## config.mk

```make
export PLATFORM = sky130hd
export DESIGN_NAME = timer_gate_control
export DESIGN_NICKNAME = d
export VERILOG_FILES = /design/src/include/gate_pkg.sv /design/src/verilog/pin_sync.sv /design/src/verilog/timer_gate_control.sv
export SDC_FILE = /design/constraint.sdc
export NUM_CORES = 1
export LEC_CHECK = 0
export BUFFER_PORTS_ARGS = -buffer_cell sky130_fd_sc_hd__buf_2
export CORE_MARGIN = 2
export CORE_UTILIZATION = 45
export CTS_CLUSTER_SIZE = 8
export DETAILED_ROUTE_END_ITERATION = 16
export PLACE_DENSITY_LB_ADDON = 0.25
export SLEW_MARGIN = 25
export SYNTH_ARGS = -nofsm -noshare
export SYNTH_HDL_FRONTEND = slang
export SYNTH_SLANG_ARGS = --single-unit
```

## constraint.sdc

```tcl
create_clock -name clk_in -period 2.8 [get_ports clk_in]
set_input_delay 0.14 -clock clk_in [delete_from_list [all_inputs] [get_ports clk_in]]
set_output_delay 0.14 -clock clk_in [all_outputs]
set_load 0.03 [all_outputs]
```

## src/include/gate_pkg.sv

```systemverilog
package gate_pkg;

   // ==========================================================
   // Register port
   // ==========================================================
   localparam int unsigned ADDR_W = 4;
   localparam int unsigned DATA_W = 8;

   localparam logic [ADDR_W-1:0] GATE_CTRL_OFFSET  = 4'h0;
   localparam logic [ADDR_W-1:0] TIMER_CTRL_OFFSET = 4'h1;

   // ==========================================================
   // Field positions
   // ==========================================================
   localparam int unsigned GATE_ENABLE_BIT   = 7;
   localparam int unsigned GATE_POLARITY_BIT = 6;
   localparam int unsigned TOGGLE_MODE_BIT   = 5;
   localparam int unsigned SINGLE_PULSE_BIT  = 4;
   localparam int unsigned GO_DONE_BIT       = 3;
   localparam int unsigned LEVEL_BIT         = 2;
   localparam int unsigned SOURCE_MSB        = 1;
   localparam int unsigned SOURCE_LSB        = 0;
   localparam int unsigned TIMER_ON_BIT      = 0;

   // ==========================================================
   // Gate sources
   // ==========================================================
   localparam logic [1:0] SRC_PIN        = 2'h0;
   localparam logic [1:0] SRC_T0_OVF     = 2'h1;
   localparam logic [1:0] SRC_COMPARATOR = 2'h2;

   // ==========================================================
   // Reset values
   // ==========================================================
   localparam logic       RESET_BIT   = 1'h0;
   localparam logic [1:0] RESET_SRC   = 2'h0;
   localparam logic [7:0] RESET_RDATA = 8'h00;

   typedef struct packed {
      logic       gate_enable;
      logic       gate_polarity;
      logic       gate_toggle_mode;
      logic       gate_single_pulse_mode;
      logic       single_pulse_go_done;
      logic [1:0] gate_source_select;
   } gate_ctrl_t;

   localparam gate_ctrl_t RESET_CTRL = '{RESET_BIT, RESET_BIT, RESET_BIT, RESET_BIT, RESET_BIT, RESET_SRC};

   typedef enum logic [1:0] {
      SP_IDLE = 2'b00,
      SP_WAIT = 2'b01,
      SP_OPEN = 2'b10
   } sp_state_t;

endpackage : gate_pkg

```

## src/verilog/pin_sync.sv

```systemverilog
`timescale 1ns/1ps
module pin_sync
   import gate_pkg::*;
(
   input  wire logic clk_in,
   input  wire logic rst_n_in,
   input  wire logic ce_in,
   input  wire logic async_in,
   output logic      level_out
);

   logic [2:0] stage;
   logic [2:0] next_stage;
   logic       next_level;

   // ==========================================================
   // Three flops; a change counts once the last two agree
   // ==========================================================
   always_comb begin
      next_stage = {stage[1:0], async_in};
      next_level = (stage[1] == stage[2]) ? stage[2] : level_out;
   end

   always_ff @(posedge clk_in or negedge rst_n_in) begin
      if (!rst_n_in) begin
         stage     <= 3'h0;
         level_out <= RESET_BIT;
      end else if (ce_in) begin
         stage     <= next_stage;
         level_out <= next_level;
      end
   end

endmodule : pin_sync

```

## src/verilog/timer_gate_control.sv

```systemverilog
`timescale 1ns/1ps
module timer_gate_control
   import gate_pkg::*;
(
   input  wire logic              clk_in,
   input  wire logic              rst_n_in,
   input  wire logic              ce_in,
   input  wire logic [ADDR_W-1:0] addr_in,
   input  wire logic [DATA_W-1:0] wdata_in,
   input  wire logic              wr_in,
   input  wire logic              rd_in,
   input  wire logic              gate_pin_in,
   input  wire logic              t0_overflow_in,
   input  wire logic              comparator_in,
   output logic [DATA_W-1:0]      rdata_out,
   output logic                   count_enable_out,
   output logic                   gate_level_out,
   output logic                   timer_on_out,
   output logic                   go_done_out
);

   // ==========================================================
   // Declarations
   // ==========================================================
   gate_ctrl_t  ctrl;
   gate_ctrl_t  next_ctrl;
   logic        timer_on;
   logic        next_timer_on;
   logic [DATA_W-1:0] next_rdata;

   logic        pin_level;
   logic        cmp_level;
   logic        src_level;
   logic        pol_level;
   logic        prev_pol;
   logic        next_prev_pol;
   logic        toggle_ff;
   logic        next_toggle_ff;
   logic        stage_level;
   logic        prev_stage;
   logic        next_prev_stage;
   logic        stage_rise;
   logic        stage_fall;
   logic        pol_rise;

   sp_state_t   sp_state;
   sp_state_t   next_sp_state;
   logic        sp_done;
   logic        eff_gate;

   logic        next_count_enable;
   logic        next_gate_level;

   logic        wr_gate;
   logic        wr_timer;

   // ==========================================================
   // Input synchronisers
   // ==========================================================
   pin_sync u_pin_sync (
      .clk_in    (clk_in),
      .rst_n_in  (rst_n_in),
      .ce_in     (ce_in),
      .async_in  (gate_pin_in),
      .level_out (pin_level)
   );

   // Comparator runs asynchronously to this clock, so it is always synchronised
   pin_sync u_cmp_sync (
      .clk_in    (clk_in),
      .rst_n_in  (rst_n_in),
      .ce_in     (ce_in),
      .async_in  (comparator_in),
      .level_out (cmp_level)
   );

   // ==========================================================
   // Gate source and polarity
   // ==========================================================
   always_comb begin
      case (ctrl.gate_source_select)
         SRC_PIN: begin
            src_level = pin_level;
         end
         SRC_T0_OVF: begin
            src_level = t0_overflow_in;
         end
         SRC_COMPARATOR: begin
            src_level = cmp_level;
         end
         default: begin
            src_level = 1'b0;
         end
      endcase
      pol_level     = ctrl.gate_polarity ? src_level : ~src_level;
      pol_rise      = pol_level & ~prev_pol;
      next_prev_pol = pol_level;
   end

   // ==========================================================
   // Toggle flip-flop
   // ==========================================================
   always_comb begin
      if (!ctrl.gate_toggle_mode || !timer_on) begin
         next_toggle_ff = 1'b0;
      end else if (pol_rise) begin
         next_toggle_ff = ~toggle_ff;
      end else begin
         next_toggle_ff = toggle_ff;
      end
      stage_level     = ctrl.gate_toggle_mode ? toggle_ff : pol_level;
      stage_rise      = stage_level & ~prev_stage;
      stage_fall      = ~stage_level & prev_stage;
      next_prev_stage = stage_level;
   end

   always_ff @(posedge clk_in or negedge rst_n_in) begin
      if (!rst_n_in) begin
         prev_pol   <= RESET_BIT;
         toggle_ff  <= RESET_BIT;
         prev_stage <= RESET_BIT;
      end else if (ce_in) begin
         prev_pol   <= next_prev_pol;
         toggle_ff  <= next_toggle_ff;
         prev_stage <= next_prev_stage;
      end
   end

   // ==========================================================
   // Single-pulse acquisition
   // ==========================================================
   // Arming waits for a fresh rising edge; a gate already high when
   // armed is not counted until it has gone low and high again.
   always_comb begin
      next_sp_state = sp_state;
      sp_done       = 1'b0;
      if (!ctrl.gate_single_pulse_mode) begin
         next_sp_state = SP_IDLE;
      end else begin
         case (sp_state)
            SP_IDLE: begin
               if (ctrl.single_pulse_go_done) begin
                  next_sp_state = SP_WAIT;
               end
            end
            SP_WAIT: begin
               if (!ctrl.single_pulse_go_done) begin
                  next_sp_state = SP_IDLE;
               end else if (stage_rise) begin
                  next_sp_state = SP_OPEN;
               end
            end
            SP_OPEN: begin
               if (stage_fall) begin
                  next_sp_state = SP_IDLE;
                  sp_done       = 1'b1;
               end
            end
            default: begin
               next_sp_state = SP_IDLE;
            end
         endcase
      end
      eff_gate = ctrl.gate_single_pulse_mode ? (sp_state == SP_OPEN) : stage_level;
   end

   always_ff @(posedge clk_in or negedge rst_n_in) begin
      if (!rst_n_in) begin
         sp_state <= SP_IDLE;
      end else if (ce_in) begin
         sp_state <= next_sp_state;
      end
   end

   // ==========================================================
   // Registers
   // ==========================================================
   always_comb begin
      wr_gate       = wr_in && (addr_in == GATE_CTRL_OFFSET);
      wr_timer      = wr_in && (addr_in == TIMER_CTRL_OFFSET);
      next_ctrl     = ctrl;
      next_timer_on = timer_on;
      if (sp_done) begin
         next_ctrl.single_pulse_go_done = 1'b0;
      end
      // A write in the same cycle as completion wins, so a re-arm is kept
      if (wr_gate) begin
         next_ctrl.gate_enable            = wdata_in[GATE_ENABLE_BIT];
         next_ctrl.gate_polarity          = wdata_in[GATE_POLARITY_BIT];
         next_ctrl.gate_toggle_mode       = wdata_in[TOGGLE_MODE_BIT];
         next_ctrl.gate_single_pulse_mode = wdata_in[SINGLE_PULSE_BIT];
         next_ctrl.single_pulse_go_done   = wdata_in[GO_DONE_BIT];
         next_ctrl.gate_source_select     = wdata_in[SOURCE_MSB:SOURCE_LSB];
      end
      if (wr_timer) begin
         next_timer_on = wdata_in[TIMER_ON_BIT];
      end
   end

   always_comb begin
      next_rdata = RESET_RDATA;
      if (rd_in) begin
         case (addr_in)
            GATE_CTRL_OFFSET: begin
               next_rdata[GATE_ENABLE_BIT]       = ctrl.gate_enable;
               next_rdata[GATE_POLARITY_BIT]     = ctrl.gate_polarity;
               next_rdata[TOGGLE_MODE_BIT]       = ctrl.gate_toggle_mode;
               next_rdata[SINGLE_PULSE_BIT]      = ctrl.gate_single_pulse_mode;
               next_rdata[GO_DONE_BIT]           = ctrl.single_pulse_go_done;
               next_rdata[LEVEL_BIT]             = gate_level_out;
               next_rdata[SOURCE_MSB:SOURCE_LSB] = ctrl.gate_source_select;
            end
            TIMER_CTRL_OFFSET: begin
               next_rdata[TIMER_ON_BIT] = timer_on;
            end
            default: begin
               next_rdata = RESET_RDATA;
            end
         endcase
      end
   end

   always_ff @(posedge clk_in or negedge rst_n_in) begin
      if (!rst_n_in) begin
         ctrl      <= RESET_CTRL;
         timer_on  <= RESET_BIT;
         rdata_out <= RESET_RDATA;
      end else if (ce_in) begin
         ctrl      <= next_ctrl;
         timer_on  <= next_timer_on;
         rdata_out <= next_rdata;
      end
   end

   // ==========================================================
   // Outputs to the counter
   // ==========================================================
   always_comb begin
      next_gate_level   = eff_gate;
      // Timer off overrides everything, gate enable included
      next_count_enable = timer_on && (!ctrl.gate_enable || eff_gate);
   end

   always_ff @(posedge clk_in or negedge rst_n_in) begin
      if (!rst_n_in) begin
         count_enable_out <= RESET_BIT;
         gate_level_out   <= RESET_BIT;
         timer_on_out     <= RESET_BIT;
         go_done_out      <= RESET_BIT;
      end else if (ce_in) begin
         count_enable_out <= next_count_enable;
         gate_level_out   <= next_gate_level;
         timer_on_out     <= next_timer_on;
         go_done_out      <= next_ctrl.single_pulse_go_done;
      end
   end

endmodule : timer_gate_control

```

Word-level counts from Yosys, hierarchy flattened

Index checks and enable logic that the tools add are counted.

Flip-flop bits (word level): 31
Bits of input ports: 20
Output and inout port bits: 12
Word-level logic and storage cells: 77

Equal/unequal tests: 10
Multiplexer cells: 21
Bitwise operators: 8
Reduce and logical (&&, ||, !) cells: 20

Operators by type and width:

| operator                                                              | count |
|---|---|
| 2-bit AND reduction                                                   | 6 |
| 1-bit two-way mux                                                     | 10 |
| 2-bit two-way mux                                                     | 5 |
| 8-bit two-way mux                                                     | 1 |
| 7-bit two-way mux                                                     | 1 |
| 3-bit inequality test, second input constant                          | 2 |
| 2-bit one-hot mux with 3 select lines                                 | 1 |
| 1-bit inverter                                                        | 5 |
| 2-bit by 1-bit equality test with 1-bit output, second input constant | 2 |
| 2-bit equality test, second input constant                            | 2 |
| 4-bit by 1-bit equality test with 1-bit output, second input constant | 1 |
| 2-bit zero test                                                       | 2 |
| 4-bit zero test                                                       | 1 |
| 4-bit inequality test, second input constant                          | 1 |
| 4-bit AND reduction                                                   | 1 |
| 2-bit nonzero test                                                    | 2 |
| 1-bit bitwise AND                                                     | 3 |
| 1-bit logical AND                                                     | 3 |
| 1-bit zero test                                                       | 3 |
| 3-bit two-way mux                                                     | 1 |
| 1-bit one-hot mux with 3 select lines                                 | 1 |
| 1-bit equality test                                                   | 2 |
| 1-bit logical OR                                                      | 2 |
| 1-bit one-hot mux with 2 select lines                                 | 1 |

Depth between registers and ports, before layout

Gate-level depths: netlist (run 1).

Depth after elaboration: 12
Depth in mapped cells: 5
Depth with buffers taken out: 4

Hierarchy

From an unflattened synthesis (run 1), not the netlist that was laid out.

Cell total of the unflattened synthesis: 120
Area total of the unflattened synthesis: 1440.1 um^2

Modules (own cells, without submodules):

| module             | instances | cells each | area each (um^2) | sequential area each (um^2) |
|---|---|---|---|---|
| timer_gate_control | 1         | 96         | 1129.8           | 575.6 |
| pin_sync           | 2         | 12         | 155.1            | 100.1 |

Worst setup path after synthesis (run 1)

No wires, ideal clock.

Path kind: reg2reg
Start point: register ctrl[5] (netlist bit)
End point: register count_enable_out
Library setup time: 124 ps
Data arrival time: 1380 ps
Required time: 2676 ps
Setup slack: 1296 ps
Cell stages (with the launch flop): 6
Buffers on the path: 1
Path through: dfrtp_1 > clkbuf_1 > or2_2 > nor3_1 > nor3_1 > o31a_1

Word-level cells in the longest chain between the ends: 5

Ends and longest elaborated chain:

| what                   | RTL line                  | source |
|---|---|---|
| start, declared        | timer_gate_control.sv:25  | `gate_ctrl_t ctrl;` |
| start signal, assigned | timer_gate_control.sv:229 | `ctrl <= next_ctrl;` |
| 1-bit two-way mux      | timer_gate_control.sv:95  | `pol_level = ctrl.gate_polarity ? src_level : ~src_level;` |
| 1-bit two-way mux      | timer_gate_control.sv:111 | `stage_level = ctrl.gate_toggle_mode ? toggle_ff : pol_level;` |
| 1-bit two-way mux      | timer_gate_control.sv:164 | `eff_gate = ctrl.gate_single_pulse_mode ? (sp_state == SP_OPEN) : stage_level;` |
| 1-bit logical OR       | timer_gate_control.sv:241 | `next_count_enable = timer_on && (!ctrl.gate_enable \|\| eff_gate);` |
| 1-bit logical AND      | timer_gate_control.sv:241 |  |
| end signal, assigned   | timer_gate_control.sv:251 | `count_enable_out <= next_count_enable;` |
| end, declared          | timer_gate_control.sv:16  | `output logic count_enable_out,` |

Every way passes these cells.
A chain may end at the register's enable or synchronous reset.

Final worst setup path (run 1)

Start point: register ctrl[0] (netlist bit)
End point: register gate_level_out

Word-level cells in the longest chain between the ends: 6
Elaborated cells on any way between the ends: 8
Classes of those cells: eq/ne: 2; mux: 4; bitwise: 1; reduce/logical: 1

Ends and longest elaborated chain:

| what                                              | RTL line                  | source |
|---|---|---|
| 2-bit equality test, or another cell as far along | timer_gate_control.sv:81  | `case (ctrl.gate_source_select)` |
| 1-bit one-hot mux with 3 select lines *           | timer_gate_control.sv:81  |  |
| 1-bit inverter                                    | timer_gate_control.sv:95  |  |
| 1-bit two-way mux *                               | timer_gate_control.sv:95  |  |
| 1-bit two-way mux *                               | timer_gate_control.sv:111 |  |
| 1-bit two-way mux *                               | timer_gate_control.sv:164 |  |
| end signal, assigned                              | timer_gate_control.sv:252 | `gate_level_out <= next_gate_level;` |
| end, declared                                     | timer_gate_control.sv:17  | `output logic gate_level_out,` |

Every way passes the cells marked *; elsewhere a longest branch is shown, timed or not.

==> results.ini, run 1 <==
[pwr]
clkPwrFrac_pct=25.0
powerDensity_nw_per_um2=691
p_leak_uw=0.000800
power_frac_comb_pct=23.9
p_seq_share_pct=51.2
peakVddDrop_v=0.000385
p_switching_uw=378
intPower_uw=797
p_sw_share_pct=32.2

[yosys]
syn_inst=122
synth_cell_types=36
synth_warnings=0
seq_area_frac_synth_pct=53.8
synth_seq_cells=31
synth.net_count=142
synth_top_family_by_area=compound AO/OA/AOI/OAI gates
synthAdderAreaFrac_pct=0
syn_avg_cell_area_sq_um=11.8
synth_area_sq_um=1440
synthMuxAreaShare_pct=12.9
synth-simple-area-share_pct=13.8
synthXorXnorAreaFrac_pct=0.608
synth_compound_area_share_pct=16.1

[sta]
hold_viol=0
rsz0062_at_grt=false
setup_tns_ns=0
max_slew.worst_pin.slew_ns=0.735
setup_viol=0
slew_headroom_pct=50.6
fmax_mhz=607
layout_setup_ws_ns=1.15
maxSlewViolCount=0
skew_ns=0.0116
finalCritPeriodShare_pct=58.9
period_minus_slack_ns=1.65

[layout]
diodes=0
design_area_sq_um=1700
fin_nets=174
layout_common_cells=dfrtp_1 (31), buf_2 (30), mux2_2 (13)
final_common_cell=dfrtp_1
instances_no_fill=199
synthToLayoutAreaGrowth_pct=18.1
drive_gt1_share_pct=35.5

[grt]
track_usage_pct=18.8
grt_pass1_wl_um=4960
overflow=0
grt_max_degree=32
grt_antenna_before_repair=0
grt_pass1_vias=1076

[critical_path]
crit_start=ctrl[0]
path_max_fanout=5
criticalPathCategory=reg2reg
worst_setup_path_end_kind=register
r2r-end=gate_level_out
startpoint_type=register
timing.rr.start=ctrl[0]
r2r_cells=4
r2r_slack_ns=1.15
crit_path_end=gate_level_out
crit_required_ns=3.04
cp.arrival_ns=1.89

[detailed_routing]
wire_per_inst_um=14.7
wl_um=2930
via_count=1135
drtAntennaViolNets=0
drt_first_iter_violations=39
drc=0
avgViaCountPerCell=5.70
dr.pass1.iters=4

[floorplanning]
core_sq_um=3050
pin_count=32
initial_core_util_pct=47.2
die_y_um=60.6
row_count=20
dieArea_sq_um=3670
die_w_um=60.6

[clocking]
cts_made_buffers=5
clk_latency_ns=0.33
cts_sinks=31
post-cts-setup-buffers=0
path_clk_slew_ns=0.09
cts_tree=built
htree_levels=2
cts_buffer_depth=2
root_buffer=clkbuf_4

[run_status]
status=finished clean

[flow_run]
max_cap_viol_count=0

[place]
pre_cts_ws_ns=0.916
gp_congestion=0.865
dp_hpwl_um=2110
place_inst=190
port_buffers=30
dpl_cell_area_sq_um=1620

[hold_path]
hp-class=in2reg

## timing repair
item / 4_1_cts / 5_1_grt
hold endpoints to repair: 31 / 0
resized for setup: 0 / 0
endpoints found under the setup margin: 0 / 0
hold buffers: 1 / 0
## synthesized netlist by cell type (all sizes together)
master   count  area share [%]
dfrtp       31              54
nor3b        2             1.0
nand4        2            0.87
o31ai        1             1.5
or2          1            0.43
clkbuf       4             1.1
nor3         5             1.7
nor2         2            0.52
nand2b       2            0.87
mux2        13              10
or4b         1            0.69
mux2i        4             2.8
a21oi        4             1.4
inv          4             1.0
nand2        6             1.6
nor2b        3             1.3
a22oi        1            0.52
o311ai       1            0.61
o2bb2ai      2             1.2
o21ai        9             3.1
nand3        1            0.35
nand4b       3             1.8
nor4         1            0.43
a22o         7             4.3
xor2         1            0.61
o31a         1            0.61
or3          1            0.78
nand3b       1            0.52
o2111a       1            0.78
a41oi        2             1.7
buf          2            0.52
o22ai        1            0.43
and3         2            0.87
## flip-flops by register name (all words and copies together), names as in the netlist, 2 cells and up
name	flops
u_pin_sync.stage	3
ctrl	6
rdata_out	8
sp_state	2
u_cmp_sync.stage	3
## cell families after synthesis
family	Yosys count
and+or+nand+nor	33
DFF	31
AOI/OAI and AO/OA	30
muxes	17
buffers and inverters	10
xor gates and xnor gates	1
## critical path, cell delays in order, from the launching register on
cell and delay [ns]:
dfrtp_1 0.42, mux2i_1 0.41, nor3_1 0.14, or3_4 0.42, o31ai_4 0.17
## area by class of cell
cell class                 count  area, sq um
clock buffer                   8         68.8
fill                         292         1350
inverter                       4         15.0
multi-input combinational     81          627
sequential                    31          776
tap                           44         55.1
timing repair buffer          31          160
## worst min-delay path by stage
stage | end | cells past startpoint | slack (ns) | from
6_report | ctrl[5] | 2 | 0.04 | wdata_in[6]
5_1_grt | ctrl[1] | 2 | 0.03 | wdata_in[1]
4_1_cts | ctrl[5] | 2 | 0.03 | wdata_in[6]
3_5_place_dp | rdata_out[3] | 1 | 0.22 | rst_n_in
3_3_place_gp | rdata_out[3] | 1 | 0.21 | rst_n_in
2_1_floorplan | count_enable_out | 0 | -0.16 | rst_n_in
## per-stage QoR
stage	util (%)	total power [uW]	hold slack (ns)
2_1_floorplan	-	806	-0.156
3_3_place_gp	53.2	878	0.209
3_5_place_dp	53.2	891	0.224
4_1_cts	55.7	1190	0.0343
5_1_grt	55.7	1250	0.0258
6_report	55.7	1180	0.0411
## power by group through the flow
stage / logic (uW) / clock network [uW] / registers (uW)
floorplan: 200 / 0 / 606
global placement: 273 / 0 / 605
detailed placement: 282 / 0 / 610
CTS: 284 / 301 / 600
global route: 311 / 326 / 615
finish: 280 / 294 / 601
## metal layers
layer,share of wire (%),GRT usage [%],vias up
met1,43,22.9,569
met3,4.2,4.48,7
met5,0,0,-
li1,-,-,526
met4,1.9,9.63,0
met2,50,31.2,33
Note: power is estimated with default switching activity, not from simulation.
==> run 2, diff against run 1 <==
==> constraint.sdc (replaced) <==
create_clock -name clk_in -period 1.45 [get_ports clk_in]
set_input_delay 0.0725 -clock clk_in [delete_from_list [all_inputs] [get_ports clk_in]]
set_output_delay 0.0725 -clock clk_in [all_outputs]
set_load 0.03 [all_outputs]
==> run 2 against run 1 <==
Net effect:
- the flow now finishes with violations (setup timing)
- die area unchanged
- power increased by 100%
- clock skew decreased by 0.0071 ns
- cell area increased by 12%
- sequential cell count unchanged
- critical endpoint unchanged
- largest power group unchanged
==> results.ini, run 2 (synthesis results as in run 1) <==
[pwr]
p_leak_uw=0.000915
powerDensity_nw_per_um2=1260
finalPower_uw=2400
peakVddDrop_v=0.000665

[sta]
setup_tns_ns=-0.194
slew_headroom_pct=54.5
finalCritPeriodShare_pct=104
setup_viol=6
hold_viol=0
fmax_mhz=661
period_minus_slack_ns=1.51
maxSlewViolCount=0
rsz0062_at_grt=true
layout_setup_ws_ns=-0.0619
skew_ns=0.00445
whs_ns=0.0184
max_slew.worst_pin.slew_ns=0.682

[clocking]
cts_buffer_depth=2
clk_latency_ns=0.33
root_buffer=clkbuf_4
cts_made_buffers=5
cts_tree=built
htree_levels=2
cts_sinks=31
path_clk_slew_ns=0.09

[detailed_routing]
wl_um=3160
drt_first_iter_violations=50
drtAntennaViolNets=0
dr.pass1.iters=4
avgViaCountPerCell=5.47
wire_per_inst_um=14.1
via_count=1220
drc=0

[place]
port_buffers=30
dpl_cell_area_sq_um=1740
dp_hpwl_um=2290
place_inst=205
gp_congestion=0.770

[grt]
grt_pass1_wl_um=5180
track_usage_pct=19.5
grt_pass1_vias=1151
grt_antenna_before_repair=0
overflow=0
grt_max_degree=32

[critical_path]
path_max_fanout=4
criticalPathCategory=reg2reg
critPathBufInv=0
startpoint_type=register
critPathTopFamily=compound AO/OA/AOI/OAI gates
cp_slowest_cell=dfrtp_1
crit_required_ns=1.70
max_stage_delay_ns=0.43
worst_setup_path_end_kind=register
cp.arrival_ns=1.76
worstPathCellList=mux2i_2 -> o2111a_1 -> or3_4 -> o31ai_4

[floorplanning]
row_count=20
dieArea_sq_um=3670
initial_core_util_pct=47.2
die_y_um=60.6
core_sq_um=3050
die_w_um=60.6
pin_count=32

[layout]
instances_no_fill=223
ff_latch_area_sq_um=776
largest_reg_flops=8
synthToLayoutAreaGrowth_pct=32.6
drive_gt1_share_pct=41.9
fillerInstances=267
top_regs=rdata_out (8), ctrl (6)
regMostFlops=rdata_out
final_common_cell=dfrtp_1
diodes=0
layout_common_cells=dfrtp_1 (31), buf_2 (30), buf_4 (17)
design_area_sq_um=1910
multi_input_area_sq_um=642
fin_nets=199

[run_status]
status=finished with violations
failed_checks=setup timing

[hold_path]
hp-class=in2reg

[flow_run]
max_cap_viol_count=0

==> run 2: layer usage <==
metal	vias to the layer above	global-route usage [%]	share of wire, %
met5	-	0	0
met4	0	9.01	2.1
met3	9	6.61	5.4
met2	42	31.0	48
met1	601	24.0	45
li1	568	-	-
==> run 2: path summary, 6_finish.rpt <==
path                         startpoint              to  slack, ns  depth (start not counted)
hold / removal                    rd_in    rdata_out[0]       0.02                          3
hold reg to reg            rdata_out[0]    rdata_out[0]       0.50                          1
max in group asynchronous      rst_n_in       toggle_ff       0.70                          2
min in group asynchronous      rst_n_in    rdata_out[2]       0.30                          2
setup / recovery                ctrl[0]  gate_level_out      -0.06                          4
setup reg to reg                ctrl[0]  gate_level_out      -0.06                          4
==> run 2: worst reg2reg max path, cell delays in order (launching register included) <==
cell	delay (ns)
dfrtp_1	0.43
mux2i_2	0.19
o2111a_1	0.28
or3_4	0.37
o31ai_4	0.16
==> run 2: what timing repair did <==
action | 4_1_cts | 5_1_grt
setup buffers | 0 | 2
endpoints found under the hold margin | 40 | 0
pin swaps | 2 | 0
hold buffers | 9 | 0
resized for setup | 1 | 0
setup endpoints to repair | 6 | 7
==> run 2: report_power, final <==
group	leakage, uW	internal, uW	switching (uW)
logic	0.000484	394	374
clock network	0.0000341	224	286
registers	0.000397	1000	123
total	0.000915	1620	782
==> run 2: final cells by class <==
| type | count | share of cell area, % |
|---|---|---|
| multi-input cells | 81 | 33.6 |
| inverters | 4 | 0.785 |
| clock buffers | 6 | 2.68 |
| clock inverters | 1 | 0.262 |
| repair buffers | 56 | 19.2 |
| flip-flops and latches | 31 | 40.6 |
| well taps | 44 | 2.88 |
==> run 2: stage by stage <==
step / utilization, % / worst slack (ns)
after floorplan: - / -0.00867
after global placement: 57.1 / -0.0234
after detailed placement: 57.1 / -0.0607
after CTS: 62.1 / -0.0688
after global routing: 62.6 / -0.120
final: 62.6 / -0.0619
==> run 3, diff against run 2 <==
--- a/config.mk
+++ b/config.mk
@@ -6,6 +6,7 @@
 export NUM_CORES = 1
 export LEC_CHECK = 0
 export BUFFER_PORTS_ARGS = -buffer_cell sky130_fd_sc_hd__buf_2
+export CORE_ASPECT_RATIO = 0.7
 export CORE_MARGIN = 2
 export CORE_UTILIZATION = 45
 export CTS_CLUSTER_SIZE = 8
==> run 3 against run 2 <==
Net effect:
- the run still ends with setup timing left
- largest power group unchanged
- global-route usage down 0.57 points
- cell count shrank 7.6%
- critical path depth is the same
- largest cell class unchanged
- non-clock buffer count decreased by 12
- worst hold slack better by 0.013 ns
==> results.ini, run 3 (synthesis results as in run 1) <==
[sta]
setup_viol=5
setup_tns_ns=-0.177
max_slew.worst_pin.slew_ns=0.683
maxSlewViolCount=0
hold_viol=0
fmax_mhz=660
slew_headroom_pct=54.5
skew_ns=0.00582
period_minus_slack_ns=1.51
rsz0062_at_grt=true
layout_setup_ws_ns=-0.0648
finalCritPeriodShare_pct=104

[critical_path]
path_max_fanout=4
worst_setup_path_end_kind=register
crit_required_ns=1.64
cp.arrival_ns=1.70
startpoint_type=register
worstPathCellList=mux2i_2 -> o2111a_2 -> or3_4 -> o31ai_4
criticalPathCategory=reg2reg
cp_slowest_cell=dfrtp_1
max_stage_delay_ns=0.42

[detailed_routing]
dr.pass1.iters=5
drt_first_iter_violations=52
avgViaCountPerCell=5.54
wl_um=3190
wire_per_inst_um=15.5
drc=0
drtAntennaViolNets=0
via_count=1142

[floorplanning]
pin_count=32
initial_core_util_pct=46.4
row_count=17
dieArea_sq_um=3680
die_y_um=51.4
die_w_um=71.6
core_sq_um=3110

[place]
place_inst=196
gp_congestion=0.776
dp_hpwl_um=2240
port_buffers=30

[pwr]
peakVddDrop_v=0.000869
finalPower_uw=2590
powerDensity_nw_per_um2=1400
p_leak_uw=0.000881

[flow_run]
max_cap_viol_count=0

[grt]
grt_max_degree=32
grt_pass1_vias=1137
overflow=0
grt_pass1_wl_um=5200
grt_antenna_before_repair=0
track_usage_pct=18.9

[layout]
drive_gt1_share_pct=43.5
fin_nets=187
diodes=0
synthToLayoutAreaGrowth_pct=28.0
regMostFlops=rdata_out
instances_no_fill=206
final_common_cell=dfrtp_1
layout_common_cells=dfrtp_1 (31), buf_2 (30), mux2_2 (13), buf_4 (13), o21ai_0 (8)
largest_reg_flops=8
top_regs=rdata_out (8), ctrl (6)

[clocking]
clk_latency_ns=0.28
root_buffer=clkbuf_8
path_clk_slew_ns=0.06
cts_sinks=31
htree_levels=2
cts_tree=built
cts_buffer_depth=2
cts_made_buffers=5

[hold_path]
hp-class=in2reg

[run_status]
status=finished with violations
failed_checks=setup timing

[run 3: final cells by class]
cell class,instances,area (sq um)
sequential,31,776
tap,38,47.5
inverter,4,15.0
multi-input combinational,81,648
fill,254,1260
clock buffer,8,100
timing repair buffer,44,258
[run 3: layer usage]
layer  up-vias  global-route usage (%)  wire (um)
li1        546                       -          -
met1       550                    26.0       1500
met2        41                    28.7       1470
met3         5                    4.93        182
met4         0                    7.55         36
met5         -                       0          0
[run 3: metrics by stage]
stage               setup slack [ns]  cell area, sq um  hold WS [ns]  utilization (%)
CTS                          -0.0546              1830        0.0250             59.0
global route                  -0.141              1840        0.0328             59.4
detailed placement           -0.0579              1710         0.157             55.2
finish                       -0.0648              1840        0.0310             59.4
floorplan                   -0.00867              1450        -0.223                -
global placement             -0.0257              1710         0.144             55.2
[run 3: final timing paths]
kind / cells after the start / from / slack (ns) / endpoint
setup / recovery: 4 / ctrl[0] / -0.06 / gate_level_out
hold / removal: 2 / gate_pin_in / 0.03 / u_pin_sync.stage[0]
setup reg to reg: 4 / ctrl[0] / -0.06 / gate_level_out
hold reg to reg: 1 / rdata_out[0] / 0.50 / rdata_out[0]
max in group asynchronous: 2 / rst_n_in / 0.64 / timer_on_out
min in group asynchronous: 2 / rst_n_in / 0.37 / rdata_out[7]
[run 3: repair_timing]
| action | in CTS | in global routing |
|---|---|---|
| pin swaps | 3 | 0 |
| resized for setup | 0 | 3 |
| endpoints found under the hold margin | 31 | 0 |
| setup endpoints to repair | 6 | 7 |
| setup buffers | 1 | 0 |
| hold buffers | 1 | 0 |
| cloned | 0 | 0 |
[run 3: where the power goes]
group	switching [uW]	total [uW]	internal, uW
sequential	144	1150	1000
clock	296	729	432
combinational	357	709	352
total	797	2590	1790
[run 3: critical path: cells and delay by family (launching register included)]
family	cells	cell delay, ns
AO/OA/AOI/OAI	2	0.45
flip-flops	1	0.42
AND/OR/NAND/NOR	1	0.36
multiplexers	1	0.19
